<file path="src/logic/swe_pkg.sv">
// Operation
// - measure bit period from each start header
// - realign timing on every master acknowledge edge
// - new header clears all resync state
// - decode 03 read, 06 current, 05 status
// - decode 6C array write, 6E status write
// - 96 sets latch, 91 clears latch
// - 6D fills zeros, 67 fills ones
// - read takes two address bytes, streams data
// - read pointer increments, wraps to zero
// - current read skips address, else identical
// - address byte loads at following ack
// - data byte increments counter at ack/nack
// - writes complete only with latch set
// - sixteen byte buffer, nack starts write
// - early nack or standby aborts write
// - page load increments low nibble only
// - latch commands need nack, else idle
// - latch clears at reset and writes
// - master ack is one, nack zero
// - slave ack one, nack no edge
// - busy rejects array reads, writes and fills
package swe_pkg;
	localparam int          CLK_PERIOD_NS  = 25;
	localparam int          ADDR_W         = 11;
	localparam int          PH_W           = 16;
	localparam int          PAGE_BYTES     = 16;
	localparam int          MEAS_EDGES     = 4;
	localparam logic [3:0]  HDR_FIRST_IDX  = 4'h5;
	localparam logic [3:0]  MACK_IDX       = 4'h8;
	localparam logic [3:0]  SACK_IDX       = 4'h9;
	localparam logic [7:0]  CMD_READ       = 8'h03;
	localparam logic [7:0]  CMD_CUR_READ   = 8'h06;
	localparam logic [7:0]  CMD_STAT_READ  = 8'h05;
	localparam logic [7:0]  CMD_WRITE      = 8'h6C;
	localparam logic [7:0]  CMD_STAT_WRITE = 8'h6E;
	localparam logic [7:0]  CMD_LATCH_SET  = 8'h96;
	localparam logic [7:0]  CMD_LATCH_CLR  = 8'h91;
	localparam logic [7:0]  CMD_ZERO_FILL  = 8'h6D;
	localparam logic [7:0]  CMD_ONES_FILL  = 8'h67;
	localparam logic [3:0]  STAT_PAD       = 4'h0;

	typedef enum logic [1:0] {
		WK_PAGE, WK_STATUS, WK_ZERO, WK_ONES
	} wr_kind_type;

	typedef struct packed {
		logic              start;
		wr_kind_type       kind;
		logic [ADDR_W-1:0] addr;
		logic [4:0]        count;
		logic [7:0]        data;
	} wr_req_type;
endpackage : swe_pkg

</file>
<file path="src/logic/single_wire_eeprom_command_engine.sv">
`timescale 1ns/1ps
module single_wire_eeprom_command_engine #(
	parameter int          STBY_TIME_NS = 600000,
	parameter logic [7:0]  DEVICE_ADDR  = 8'h5C  // arbitrary value
) (
	input  wire logic                      clk_sys,
	input  wire logic                      arst_n,
	input  wire logic                      serial_line,
	output logic                           serial_line_drive,
	output logic                           serial_line_oe_n,
	input  wire logic [7:0]                array_rdata,
	input  wire logic                      write_busy,
	input  wire logic [1:0]                protect_bits,
	input  wire logic [3:0]                page_index,
	output logic [7:0]                     page_byte,
	output logic [swe_pkg::ADDR_W-1:0]     addr_ff,
	output logic                           write_enable_latch,
	output swe_pkg::wr_req_type            wr_req_ff,
	output logic                           sync_lost_ff
);
	import swe_pkg::*;

	localparam int STBY_CYC = (STBY_TIME_NS + CLK_PERIOD_NS - 1)
		/ CLK_PERIOD_NS;

	typedef enum logic [2:0] {
		ST_IDLE, ST_STANDBY, ST_HDR_LOW, ST_MEASURE, ST_ACTIVE
	} link_state_type;
	typedef enum logic [3:0] {
		PH_HEADER, PH_DEVADDR, PH_CMD, PH_ADDR_HI, PH_ADDR_LO,
		PH_WDATA, PH_RDATA, PH_STAT_W, PH_STAT_R
	} phase_type;
	typedef enum logic [1:0] {END_CONT, END_STBY, END_IDLE} end_type;

	// ****************************************************
	// line sampling and standby pulse
	// ****************************************************
	logic s1_ff, s2_ff, s3_ff;
	logic [15:0] hi_cnt_ff;
	logic        line_edge, standby_hit;

	always_ff @(posedge clk_sys or negedge arst_n) begin
		if (!arst_n) begin
			s1_ff <= 1'b1;
			s2_ff <= 1'b1;
			s3_ff <= 1'b1;
		end else begin
			s1_ff <= serial_line;
			s2_ff <= s1_ff;
			s3_ff <= s2_ff;
		end
	end
	assign line_edge = s2_ff ^ s3_ff;

	always_ff @(posedge clk_sys or negedge arst_n) begin
		if (!arst_n)
			hi_cnt_ff <= 16'h0000;
		else if (!s2_ff)
			hi_cnt_ff <= 16'h0000;
		else if (hi_cnt_ff != 16'(STBY_CYC))
			hi_cnt_ff <= hi_cnt_ff + 16'h0001;
	end
	assign standby_hit = s2_ff && (hi_cnt_ff == 16'(STBY_CYC - 1));

	// ****************************************************
	// bit timing
	// ****************************************************
	link_state_type state_ff;
	phase_type      phase_ff, nphase_ff;
	end_type        end_ff;
	logic [PH_W-1:0] ph_ff, te_ff, meas_ff;
	logic [2:0]      edge_cnt_ff;
	logic [3:0]      idx_ff;
	logic [7:0]      rx_sh_ff, tx_sh_ff, cmd_ff;
	logic            sak_ff;
	logic [PH_W-1:0] win_lo, win_hi, half_te;
	logic            tx_slot, rx_take, rx_lost, tx_done, dec_ev, ack;

	assign half_te = te_ff >> 1;
	assign win_lo  = te_ff - (te_ff >> 2);
	assign win_hi  = te_ff + (te_ff >> 2);
	assign tx_slot = (idx_ff == SACK_IDX) || (idx_ff < MACK_IDX &&
		(phase_ff == PH_RDATA || phase_ff == PH_STAT_R));
	// boundary edges fall before the window and are ignored
	assign rx_take = state_ff == ST_ACTIVE && !tx_slot && line_edge &&
		ph_ff >= win_lo && !standby_hit;
	assign rx_lost = state_ff == ST_ACTIVE && !tx_slot && !line_edge &&
		ph_ff > win_hi && !standby_hit;
	assign tx_done = state_ff == ST_ACTIVE && tx_slot && ph_ff == te_ff &&
		!standby_hit;
	assign dec_ev  = rx_take && idx_ff == MACK_IDX;
	assign ack     = s2_ff; // rising mid edge means continue

	// ****************************************************
	// per-byte decision at the master acknowledge
	// ****************************************************
	logic      d_sak, d_busy_rej;
	end_type   d_end;
	phase_type d_phase;

	always_comb begin
		d_sak      = 1'b0;
		d_end      = END_IDLE;
		d_phase    = phase_ff;
		d_busy_rej = write_busy && (rx_sh_ff == CMD_READ ||
			rx_sh_ff == CMD_CUR_READ || rx_sh_ff == CMD_WRITE ||
			rx_sh_ff == CMD_STAT_WRITE || rx_sh_ff == CMD_ZERO_FILL ||
			rx_sh_ff == CMD_ONES_FILL);
		unique case (phase_ff)
			PH_HEADER: begin
				d_end   = ack ? END_CONT : END_IDLE;
				d_phase = PH_DEVADDR;
			end
			PH_DEVADDR: begin
				if (rx_sh_ff == DEVICE_ADDR) begin
					d_sak   = 1'b1;
					d_end   = ack ? END_CONT : END_STBY;
					d_phase = PH_CMD;
				end
			end
			PH_CMD: begin
				if (!d_busy_rej) begin
					unique case (rx_sh_ff)
						CMD_LATCH_SET, CMD_LATCH_CLR,
						CMD_ZERO_FILL, CMD_ONES_FILL: begin
							d_sak = !ack;
							d_end = ack ? END_IDLE : END_STBY;
						end
						CMD_READ, CMD_WRITE: begin
							d_sak   = ack;
							d_end   = ack ? END_CONT : END_IDLE;
							d_phase = PH_ADDR_HI;
						end
						CMD_CUR_READ: begin
							d_sak   = ack;
							d_end   = ack ? END_CONT : END_IDLE;
							d_phase = PH_RDATA;
						end
						CMD_STAT_READ: begin
							d_sak   = ack;
							d_end   = ack ? END_CONT : END_IDLE;
							d_phase = PH_STAT_R;
						end
						CMD_STAT_WRITE: begin
							d_sak   = ack;
							d_end   = ack ? END_CONT : END_IDLE;
							d_phase = PH_STAT_W;
						end
						default: d_sak = 1'b0;
					endcase
				end
			end
			PH_ADDR_HI: begin
				d_sak   = ack;
				d_end   = ack ? END_CONT : END_IDLE;
				d_phase = PH_ADDR_LO;
			end
			PH_ADDR_LO: begin
				// early nack on a write: no cycle, no slave ack
				d_sak   = ack;
				d_end   = ack ? END_CONT : END_IDLE;
				d_phase = (cmd_ff == CMD_WRITE) ? PH_WDATA : PH_RDATA;
			end
			PH_WDATA, PH_RDATA, PH_STAT_R: begin
				d_sak = 1'b1;
				d_end = ack ? END_CONT : END_STBY;
			end
			PH_STAT_W: begin
				d_sak = !ack;
				d_end = ack ? END_IDLE : END_STBY;
			end
		endcase
	end

	// ****************************************************
	// link state, phase and bit counters
	// ****************************************************
	always_ff @(posedge clk_sys or negedge arst_n) begin
		if (!arst_n) begin
			state_ff    <= ST_IDLE;
			phase_ff    <= PH_HEADER;
			nphase_ff   <= PH_HEADER;
			end_ff      <= END_IDLE;
			sak_ff      <= 1'b0;
			ph_ff       <= '0;
			te_ff       <= '0;
			meas_ff     <= '0;
			edge_cnt_ff <= 3'h0;
			idx_ff      <= 4'h0;
			rx_sh_ff    <= 8'h00;
			cmd_ff      <= 8'h00;
		end else if (standby_hit) begin
			state_ff <= ST_STANDBY; // standby pulse aborts any command
		end else begin
			unique case (state_ff)
				ST_IDLE: state_ff <= ST_IDLE;
				ST_STANDBY:
					if (line_edge && !s2_ff)
						state_ff <= ST_HDR_LOW;
				ST_HDR_LOW:
					if (line_edge && s2_ff) begin
						state_ff    <= ST_MEASURE;
						edge_cnt_ff <= 3'h0;
						meas_ff     <= '0;
						ph_ff       <= '0;
					end
				ST_MEASURE: begin
					if (edge_cnt_ff != 3'h0)
						meas_ff <= meas_ff + 1'b1;
					if (&meas_ff)
						state_ff <= ST_IDLE;
					else if (line_edge) begin
						edge_cnt_ff <= edge_cnt_ff + 3'h1;
						if (edge_cnt_ff == 3'(MEAS_EDGES)) begin
							// five mid edges span four periods
							te_ff    <= meas_ff >> 2;
							ph_ff    <= '0;
							state_ff <= ST_ACTIVE;
							phase_ff <= PH_HEADER;
							idx_ff   <= HDR_FIRST_IDX;
						end
					end
				end
				ST_ACTIVE: begin
					ph_ff <= ph_ff + 1'b1;
					if (rx_lost) begin
						state_ff <= ST_IDLE;
					end else if (rx_take) begin
						// realign on master ack only; an early data edge
						// clamps to zero rather than wrapping
						ph_ff  <= (idx_ff == MACK_IDX || ph_ff < te_ff) ?
							'0 : ph_ff - te_ff;
						idx_ff <= idx_ff + 4'h1;
						if (idx_ff < MACK_IDX)
							rx_sh_ff <= {rx_sh_ff[6:0], s2_ff};
						if (dec_ev) begin
							sak_ff    <= d_sak;
							end_ff    <= d_end;
							nphase_ff <= d_phase;
							if (phase_ff == PH_CMD)
								cmd_ff <= rx_sh_ff;
						end
					end else if (tx_done) begin
						ph_ff  <= '0;
						idx_ff <= idx_ff + 4'h1;
						if (idx_ff == SACK_IDX) begin
							idx_ff   <= 4'h0;
							phase_ff <= nphase_ff;
							if (end_ff == END_STBY)
								state_ff <= ST_STANDBY;
							else if (end_ff == END_IDLE)
								state_ff <= ST_IDLE;
						end
					end
				end
			endcase
		end
	end

	// ****************************************************
	// line driver
	// ****************************************************
	logic tx_bit;

	assign tx_bit = (idx_ff == SACK_IDX) ? 1'b1 : tx_sh_ff[7];

	always_ff @(posedge clk_sys or negedge arst_n) begin
		if (!arst_n) begin
			serial_line_drive <= 1'b1;
			serial_line_oe_n  <= 1'b1;
		end else if (state_ff != ST_ACTIVE || standby_hit) begin
			serial_line_oe_n <= 1'b1;
		end else if (ph_ff == half_te) begin
			// a slave nack is simply no drive, so no mid edge
			serial_line_oe_n  <= !(tx_slot &&
				(idx_ff != SACK_IDX || sak_ff));
			serial_line_drive <= !tx_bit;
		end else if (tx_done) begin
			serial_line_drive <= tx_bit;
		end
	end

	always_ff @(posedge clk_sys or negedge arst_n) begin
		if (!arst_n)
			tx_sh_ff <= 8'h00;
		else if (tx_done && idx_ff == SACK_IDX) begin
			if (nphase_ff == PH_RDATA)
				tx_sh_ff <= array_rdata;
			else
				tx_sh_ff <= {STAT_PAD, protect_bits,
					write_enable_latch, write_busy};
		end else if (tx_done)
			tx_sh_ff <= {tx_sh_ff[6:0], 1'b0};
	end

	// ****************************************************
	// address counter and page buffer
	// ****************************************************
	logic [7:0] page_buf_ff [PAGE_BYTES];
	logic [4:0] wcount_ff;

	always_ff @(posedge clk_sys or negedge arst_n) begin
		if (!arst_n) begin
			addr_ff   <= '0;
			wcount_ff <= 5'h00;
		end else if (dec_ev) begin
			unique case (phase_ff)
				PH_ADDR_HI: if (ack)
					addr_ff[ADDR_W-1:8] <= rx_sh_ff[ADDR_W-9:0];
				PH_ADDR_LO: if (ack) begin
					addr_ff[7:0] <= rx_sh_ff;
					wcount_ff    <= 5'h00;
				end
				PH_RDATA:
					addr_ff <= addr_ff + 1'b1;
				PH_WDATA: begin
					addr_ff[3:0] <= addr_ff[3:0] + 4'h1;
					if (wcount_ff != 5'(PAGE_BYTES))
						wcount_ff <= wcount_ff + 5'h01;
				end
				default: addr_ff <= addr_ff;
			endcase
		end
	end

	always_ff @(posedge clk_sys) begin
		if (dec_ev && phase_ff == PH_WDATA)
			page_buf_ff[addr_ff[3:0]] <= rx_sh_ff;
	end

	always_ff @(posedge clk_sys or negedge arst_n) begin
		if (!arst_n)
			page_byte <= 8'h00;
		else
			page_byte <= page_buf_ff[page_index];
	end

	// ****************************************************
	// write enable latch and write requests
	// ****************************************************
	logic cmd_nack_ok;

	assign cmd_nack_ok = dec_ev && !ack && phase_ff == PH_CMD &&
		!d_busy_rej;

	always_ff @(posedge clk_sys or negedge arst_n) begin
		if (!arst_n) begin
			write_enable_latch <= 1'b0;
			wr_req_ff          <= '0;
		end else begin
			wr_req_ff.start <= 1'b0;
			if (cmd_nack_ok && rx_sh_ff == CMD_LATCH_SET)
				write_enable_latch <= 1'b1;
			else if (cmd_nack_ok && rx_sh_ff == CMD_LATCH_CLR)
				write_enable_latch <= 1'b0;
			else if (cmd_nack_ok && write_enable_latch &&
				(rx_sh_ff == CMD_ZERO_FILL ||
				rx_sh_ff == CMD_ONES_FILL)) begin
				write_enable_latch <= 1'b0;
				wr_req_ff.start    <= 1'b1;
				wr_req_ff.kind     <= (rx_sh_ff == CMD_ZERO_FILL) ?
					WK_ZERO : WK_ONES;
				wr_req_ff.data     <= (rx_sh_ff == CMD_ZERO_FILL) ?
					8'h00 : 8'hFF;
			end else if (dec_ev && !ack && write_enable_latch &&
				(phase_ff == PH_WDATA || phase_ff == PH_STAT_W)) begin
				// only reached after a data byte
				write_enable_latch <= 1'b0;
				wr_req_ff.start    <= 1'b1;
				wr_req_ff.kind     <= (phase_ff == PH_WDATA) ?
					WK_PAGE : WK_STATUS;
				wr_req_ff.addr     <= {addr_ff[ADDR_W-1:4], 4'h0};
				wr_req_ff.count    <= (wcount_ff == 5'(PAGE_BYTES)) ?
					wcount_ff : wcount_ff + 5'h01;
				wr_req_ff.data     <= rx_sh_ff;
			end
		end
	end

	always_ff @(posedge clk_sys or negedge arst_n) begin
		if (!arst_n)
			sync_lost_ff <= 1'b0;
		else
			sync_lost_ff <= rx_lost;
	end
endmodule : single_wire_eeprom_command_engine

</file>
<file path="config.mk">
export PLATFORM = sky130hd
export DESIGN_NAME = single_wire_eeprom_command_engine
export DESIGN_NICKNAME = d
export VERILOG_FILES = /design/src/logic/swe_pkg.sv /design/src/logic/single_wire_eeprom_command_engine.sv
export SDC_FILE = /design/constraint.sdc
export NUM_CORES = 1
export LEC_CHECK = 0
export BUFFER_PORTS_ARGS = -buffer_cell sky130_fd_sc_hd__buf_2
export CAP_MARGIN = 0
export CORE_MARGIN = 10
export CORE_UTILIZATION = 54
export DETAILED_ROUTE_END_ITERATION = 10
export GPL_TIMING_DRIVEN = 0
export PLACE_DENSITY = 0.76
export SLEW_MARGIN = 20
export SYNTH_ARGS = -nofsm -noshare
export SYNTH_HDL_FRONTEND = slang
export SYNTH_SLANG_ARGS = --single-unit
</file>
<file path="constraint.sdc">
create_clock -name clk_sys -period 12.6 [get_ports clk_sys]
set_input_delay 3.78 -clock clk_sys [delete_from_list [all_inputs] [get_ports clk_sys]]
set_output_delay 3.78 -clock clk_sys [all_outputs]
set_load 0.1 [all_outputs]
</file>
==> impl_metrics.toml, run 1 <==
[status]
status = "finished clean"

[synth]
synth_top_area_share_pct = 24.48
async_flop_share_pct = 55.71
synth_cell_types = 80
synthCells = 1442
synth_seq_cells = 289
synth_edf_count = 128
yosysWarnings = 0
ys_top_cells_by_area = "dfrtp_1 24%, edfxtp_1 24%, ha_1 6.7%"
yosysMostFrequentCell = "dfrtp_1"
postSynthAreaPerCell_um2 = 10.99
synth-seq-area-share_pct = 49.73
synth_common_cells = "155 x dfrtp_1, 139 x nand2_1, 128 x edfxtp_1, 103 x nor2_1, 85 x ha_1"
synth_ff_type = "dfrtp_1"
yosysTopAreaCell = "dfrtp_1"
syn_area_um2 = 15850

[setup_path]
cpPeakStageDelay_ns = 0.75
startpoint = "te_ff[3]"
path_class = "reg2reg"
cp.arrival_ns = 6.51
start_kind = "flop"
cpMaxStageDelayCell = "a2111oi_4"
timing.rr.start = "te_ff[3]"
crit_fanout = 9
crit_required_ns = 12.81
end_kind = "flop"
cp_cell_sequence = "inv_1, ha_1, nor2b_1, o21ai_0, a21oi_1, o41ai_1, o211ai_1, a21o_1, a211oi_1, xnor2_1, ha_1, a21o_1, a221oi_1, a2111o_1, a2111oi_4, nand2_1, nor3_1, and2_1"

[routing]
routed_wl_um = 39170
post_drt_via_cell_ratio = 5.998
post_drt_wl_per_cell_um = 20.12
ant_nets = 0
drtPass1Iterations = 5
drtIter0Drc = 992
via_count = 11680
drc = 0

[global_route]
antenna_found_initial = 0
grt_use_total_pct = 21.51
grt_pass1_wl_um = 63630
grt_pass1_vias = 11700
grt_start_max_net_pins = 86
grt-ovfl-total = 0

[clocking]
ctsResizeCount = 0
ctsLongestPathBuffers = 3
ctsHtreeMaxLevel = 1
post_cts_buffers = 0
ctsHoldBuffers = 0
clock-sinks = 289
cts_tree = "built"
cts_made_buffers = 30
clkLatencyLatePin_ns = 0.57
cts_root_buf = "clkbuf_16"
cts.clk_slew.worst_paths_ns = 0.06

[sta]
finalCritPeriodShare_pct = 50.02
fin_setup_tns_ns = 0
tightest_slew_ns = 0.9475
final-hold-violation-count = 0
max_freq_ghz = 0.1587
slew_viol_final = 0
rsz0062_at_grt = "false"
fin_crit_ns = 6.303
relSlewSlack_pct = 36.83
holdWs_ns = 0.3564
fin_worst_skew_ns = 0.01489
finalSetupViolations = 0

[placed_design]
dpl.hpwl_um = 28130
portBuffers = 60
place_area_um2 = 16680
gp_congestion = 0.9253
place_inst = 1891

[final_layout]
area_delta_synth_final_pct = 11.91
diodes = 0
finalNonFillerCells = 1947
fin_nets = 1645
final_cell_area_um2 = 17730
drive_gt1_share_pct = 13.37

[flow_run]
maxCapViolations = 0

[hold_path]
hold_start = "s1_ff"
min_path_type = "reg2reg"

[die]
dieArea_um2 = 36600
die_w_um = 191.3
core_um2 = 28860
start_util_pct = 54.91
row_count = 62
io_pins = 68
die-height_um = 191.3

[power]
vdd_drop_max_mv = 0.1101
power_density_nw_per_um2 = 110.1
p_leak_nw = 6.917
-- worst max-delay path, delay by kind of cell, from the launching register on --
family | cells | cell delay (ns)
AO/OA/AOI/OAI | 10 | 3.08
AND/OR/NAND/NOR | 4 | 1.40
adder cells (fa/ha/maj) | 2 | 0.64
flip-flops | 1 | 0.51
buffers and inverters | 1 | 0.20
XOR/XNOR | 1 | 0.12
-- where the power goes --
group | internal [W] | total [W] | leakage [nW] | switching, W
Clock | 0.000559 | 0.000930 | 0.508 | 0.000371
Sequential | 0.000980 | 0.000982 | 3.00 | 0.00000180
Combinational | 0.0000127 | 0.0000421 | 3.41 | 0.0000294
-- final cells by class --
| cell class | instances | area, µm² |
|---|---|---|
| buffer | 61 | 249.0 |
| clock buffer | 38 | 810.8 |
| clock inverter | 18 | 242.7 |
| fill | 2316 | 11120 |
| inverter | 56 | 210.2 |
| multi-input combinational | 1039 | 7518 |
| sequential | 289 | 7880 |
| tap | 384 | 480.5 |
| timing repair buffer | 62 | 342.8 |
-- metal layers --
layer | global-route usage [%] | up-vias | share of wire, %
li1 | - | 5513 | -
met1 | 28.55 | 5764 | 43
met2 | 35.83 | 325 | 49
met3 | 2.642 | 76 | 4.9
met4 | 7.392 | 0 | 3.5
met5 | 0 | - | 0
-- flip-flops by register name, indices dropped and copies added (netlist names), 5 cells and up --
signal	count
wcount_ff	5
meas_ff	16
cmd_ff	8
hi_cnt_ff	16
page_buf_ff	128
tx_sh_ff	8
addr_ff	11
page_byte	8
ph_ff	16
te_ff	14
wr_req_ff	23
rx_sh_ff	8
-- layout by cell type (no fill, tap or decap), types with 6 or more instances in the layout --
cell type | netlist | layout
and3_1 | 15 | 15
clkbuf_16 | 0 | 30
nor4_1 | 8 | 8
or3_1 | 12 | 12
o22ai_1 | 11 | 11
nand4_1 | 23 | 23
o21ai_0 | 84 | 84
nand3b_1 | 7 | 7
buf_1 | 7 | 7
or2_2 | 8 | 8
o211ai_1 | 8 | 8
edfxtp_1 | 128 | 128
buf_2 | 3 | 63
and2_1 | 30 | 30
nor2_1 | 103 | 103
clkbuf_1 | 46 | 51
nor3_1 | 38 | 38
dfstp_2 | 6 | 6
o22a_1 | 6 | 6
nand2_1 | 139 | 139
mux2i_1 | 11 | 11
o311ai_0 | 8 | 7
xnor2_1 | 50 | 50
a21oi_1 | 70 | 70
a211oi_1 | 6 | 6
nand3_1 | 51 | 51
a22oi_1 | 6 | 6
a221oi_1 | 8 | 8
nor2b_1 | 16 | 16
dfrtp_1 | 155 | 155
mux4_2 | 40 | 40
a21o_1 | 16 | 16
nor3b_1 | 6 | 6
xor2_1 | 25 | 25
nand2b_1 | 21 | 21
a31oi_1 | 16 | 16
inv_1 | 56 | 56
ha_1 | 85 | 85
mux2_2 | 19 | 19
-- metrics by stage --
stage	utilization [%]	setup WS, ns	total power (W)
after floorplan	-	6.916	0.001023
after global placement	57.66	5.221	0.001040
after detailed placement	57.80	6.411	0.001043
after CTS	61.46	6.378	0.001967
after global routing	61.46	5.790	0.002008
final	61.46	6.297	0.001953
-- cell families (layout without fill, tap and decap cells) --
family / count (synthesis) / in the layout / synth area share, %
DFF: 289 / 289 / 49.73
buffers and inverters: 117 / 235 / 2.898
adders and majority gates: 88 / 88 / 7.090
xor gates and xnor gates: 75 / 75 / 4.145
muxes: 70 / 70 / 7.730
other: 1 / 4 / 0.02366
AOI/OAI and AO/OA: 292 / 292 / 11.91
and+or+nand+nor: 510 / 510 / 16.47
-- final timing paths --
| path | end | slack (ns) | cells past startpoint |
|---|---|---|---|
| worst max-delay path | page_buf_ff[0][7] | 6.30 | 18 |
| worst min-delay path | ack | 0.36 | 0 |
| worst max register to register | page_buf_ff[0][7] | 6.30 | 18 |
| worst min register to register | ack | 0.36 | 0 |
| max in group asynchronous | hi_cnt_ff[3] | 8.55 | 2 |
| min in group asynchronous | page_byte[4] | 3.17 | 1 |
Power figures use the tool's default switching activity.
==> run 2, diff against run 1 <==
- clock period: 12.6 -> 6.6 ns (I/O delays scaled with it)
==> run 2 against run 1 <==
Against the previous run: utilization about the same; fmax up 3.1%; clock-buffer cell count unchanged; sequential power grew 90%; largest power group unchanged; sequential share of layout area hardly changed; critical path type unchanged; critical endpoint unchanged; wire length about the same; critical path depth unchanged.
==> impl_metrics.toml, run 2 (synthesized netlist as in run 1, its figures left out) <==
[placed_design]
gp_congestion = 0.9253
dpl.hpwl_um = 28130
portBuffers = 60

[final_layout]
final_cell_mix = "155 x dfrtp_1, 139 x nand2_1, 128 x edfxtp_1"
largest_reg_flops = 128
drive_gt1_share_pct = 13.44
seqCellArea_um2 = 7880
fin_nets = 1645
fin_util_pct = 61.48
diodes = 0
final_common_cell = "dfrtp_1"
fill_cells = 2315
multiInputGateArea_um2 = 7526
area_delta_synth_final_pct = 11.96

[routing]
routed_wl_um = 39170
routed-wl-met3_um = 1901
met1Wirelength_um = 16950
drtPass1Iterations = 6
wl_met2_um = 18970
ant_nets = 0
drc = 0
post_drt_wl_per_cell_um = 20.12
post_drt_via_cell_ratio = 6.016
drtIter0Drc = 964
via_count = 11710
routed.top_layer = "met4"

[setup_path]
path_class = "reg2reg"
reg2reg_to = "page_buf_ff[0][7]"
crit_required_ns = 6.81
cp_cell_sequence = "inv_1, ha_1, nor2b_1, o21ai_0, a21oi_1, o41ai_2, o211ai_1, a21o_1, a211oi_1, xnor2_1, ha_1, a21o_1, a221oi_1, a2111o_1, a2111oi_4, nand2_1, nor3_1, and2_1"
rrSetupSlack_ns = 0.48
cpPeakStageDelay_ns = 0.77
cpMaxStageDelayCell = "a2111oi_4"
crit_fanout = 9
timing.rr.start = "te_ff[3]"
worstRegToRegCells = 18
end_kind = "flop"
cp.arrival_ns = 6.33
start_kind = "flop"

[global_route]
grt_pass1_wl_um = 63630
antenna_found_initial = 0
grt_pass1_vias = 11700
grt_start_max_net_pins = 86
grt-ovfl-total = 0
grt_use_total_pct = 21.51

[status]
status = "finished clean"

[flow_run]
maxCapViolations = 0

[power]
p_leak_nw = 6.925
power_density_nw_per_um2 = 210.2
vdd_drop_max_mv = 0.2111
p_total_w = 0.003729

[clocking]
clkLatencyLatePin_ns = 0.57
cts_made_buffers = 30
ctsLongestPathBuffers = 3
ctsHtreeMaxLevel = 1
cts.clk_slew.worst_paths_ns = 0.06
cts_tree = "built"
clock-sinks = 289
ctsHoldBuffers = 0
cts_root_buf = "clkbuf_16"

[sta]
fin_setup_tns_ns = 0
relSlewSlack_pct = 37.10
rsz0062_at_grt = "false"
finalCritPeriodShare_pct = 92.67
fin_crit_ns = 6.116
fin_worst_skew_ns = 0.01438
finalSetupViolations = 0
tightest_slew_ns = 0.9435
max_freq_ghz = 0.1635
slew_viol_final = 0
final-hold-violation-count = 0

[die]
dieArea_um2 = 36600
row_count = 62
die_w_um = 191.3
core_um2 = 28860
die-height_um = 191.3
start_util_pct = 54.91
io_pins = 68

[hold_path]
min_path_type = "reg2reg"
whs_path_depth = 0
hold_start = "s1_ff"
hold_end = "ack"
run 2: cell counts in the layout (fill, tap and decap cells not counted):
Identical to the previous run, type by type.
run 2: through the flow:
stage,cells,setup WS [ns],instance area [µm²],hold slack [ns]
4_1_cts,1947,0.3775,17730,0.3571
3_5_place_dp,1891,0.4110,16680,0.3487
3_3_place_gp,1889,0.4952,16640,0.3495
6_report,1947,0.4839,17740,0.3563
2_1_floorplan,1445,1.685,15860,0.3452
5_1_grt,1947,0.06156,17740,0.3628
run 2: final cells by class:
type	count	area share [%]
multi-input cells	1039	42.42
well taps	384	2.708
clock buffers	38	4.570
clock inverters	18	1.368
repair buffers	62	1.932
flip-flops and latches	289	44.41
plain buffers	61	1.403
inverters	56	1.185
run 2: per-layer routing:
layer	vias up	global-route usage (%)
met5	-	0
met1	5793	28.55
met2	333	35.83
met4	0	7.392
met3	76	2.642
li1	5512	-
run 2: what timing repair did:
action | CTS | global route
endpoints found under the setup margin | 0 | 96
buffers inserted | 0 | 0
gates resized for setup | 0 | 1
run 2: report_power, final:
group	switching (W)	internal [W]	total (W)
Sequential	0.00000340	0.00187	0.00187
Combinational	0.0000562	0.0000242	0.0000805
Clock	0.000707	0.00107	0.00177
Total	0.000767	0.00296	0.00373
run 2: worst max path at each step:
stage                        start            endpoint  slack [ns]
after detailed placement  te_ff[3]   page_buf_ff[7][2]        0.41
after floorplan           te_ff[3]  page_buf_ff[11][0]        1.68
after CTS                 te_ff[3]   page_buf_ff[0][5]        0.38
final                     te_ff[3]   page_buf_ff[0][7]        0.48
after global routing      te_ff[3]  page_buf_ff[10][3]        0.06
after global placement    te_ff[3]   page_buf_ff[4][4]        0.50
run 2: worst max-delay path: cells and delay by family, from the launching register on:
kind,cells,cell delay (ns)
xor gates and xnor gates,1,0.12
buffers and inverters,1,0.20
adders and majority gates,2,0.64
AOI/OAI and AO/OA,10,2.87
and+or+nand+nor,4,1.42
DFF,1,0.51
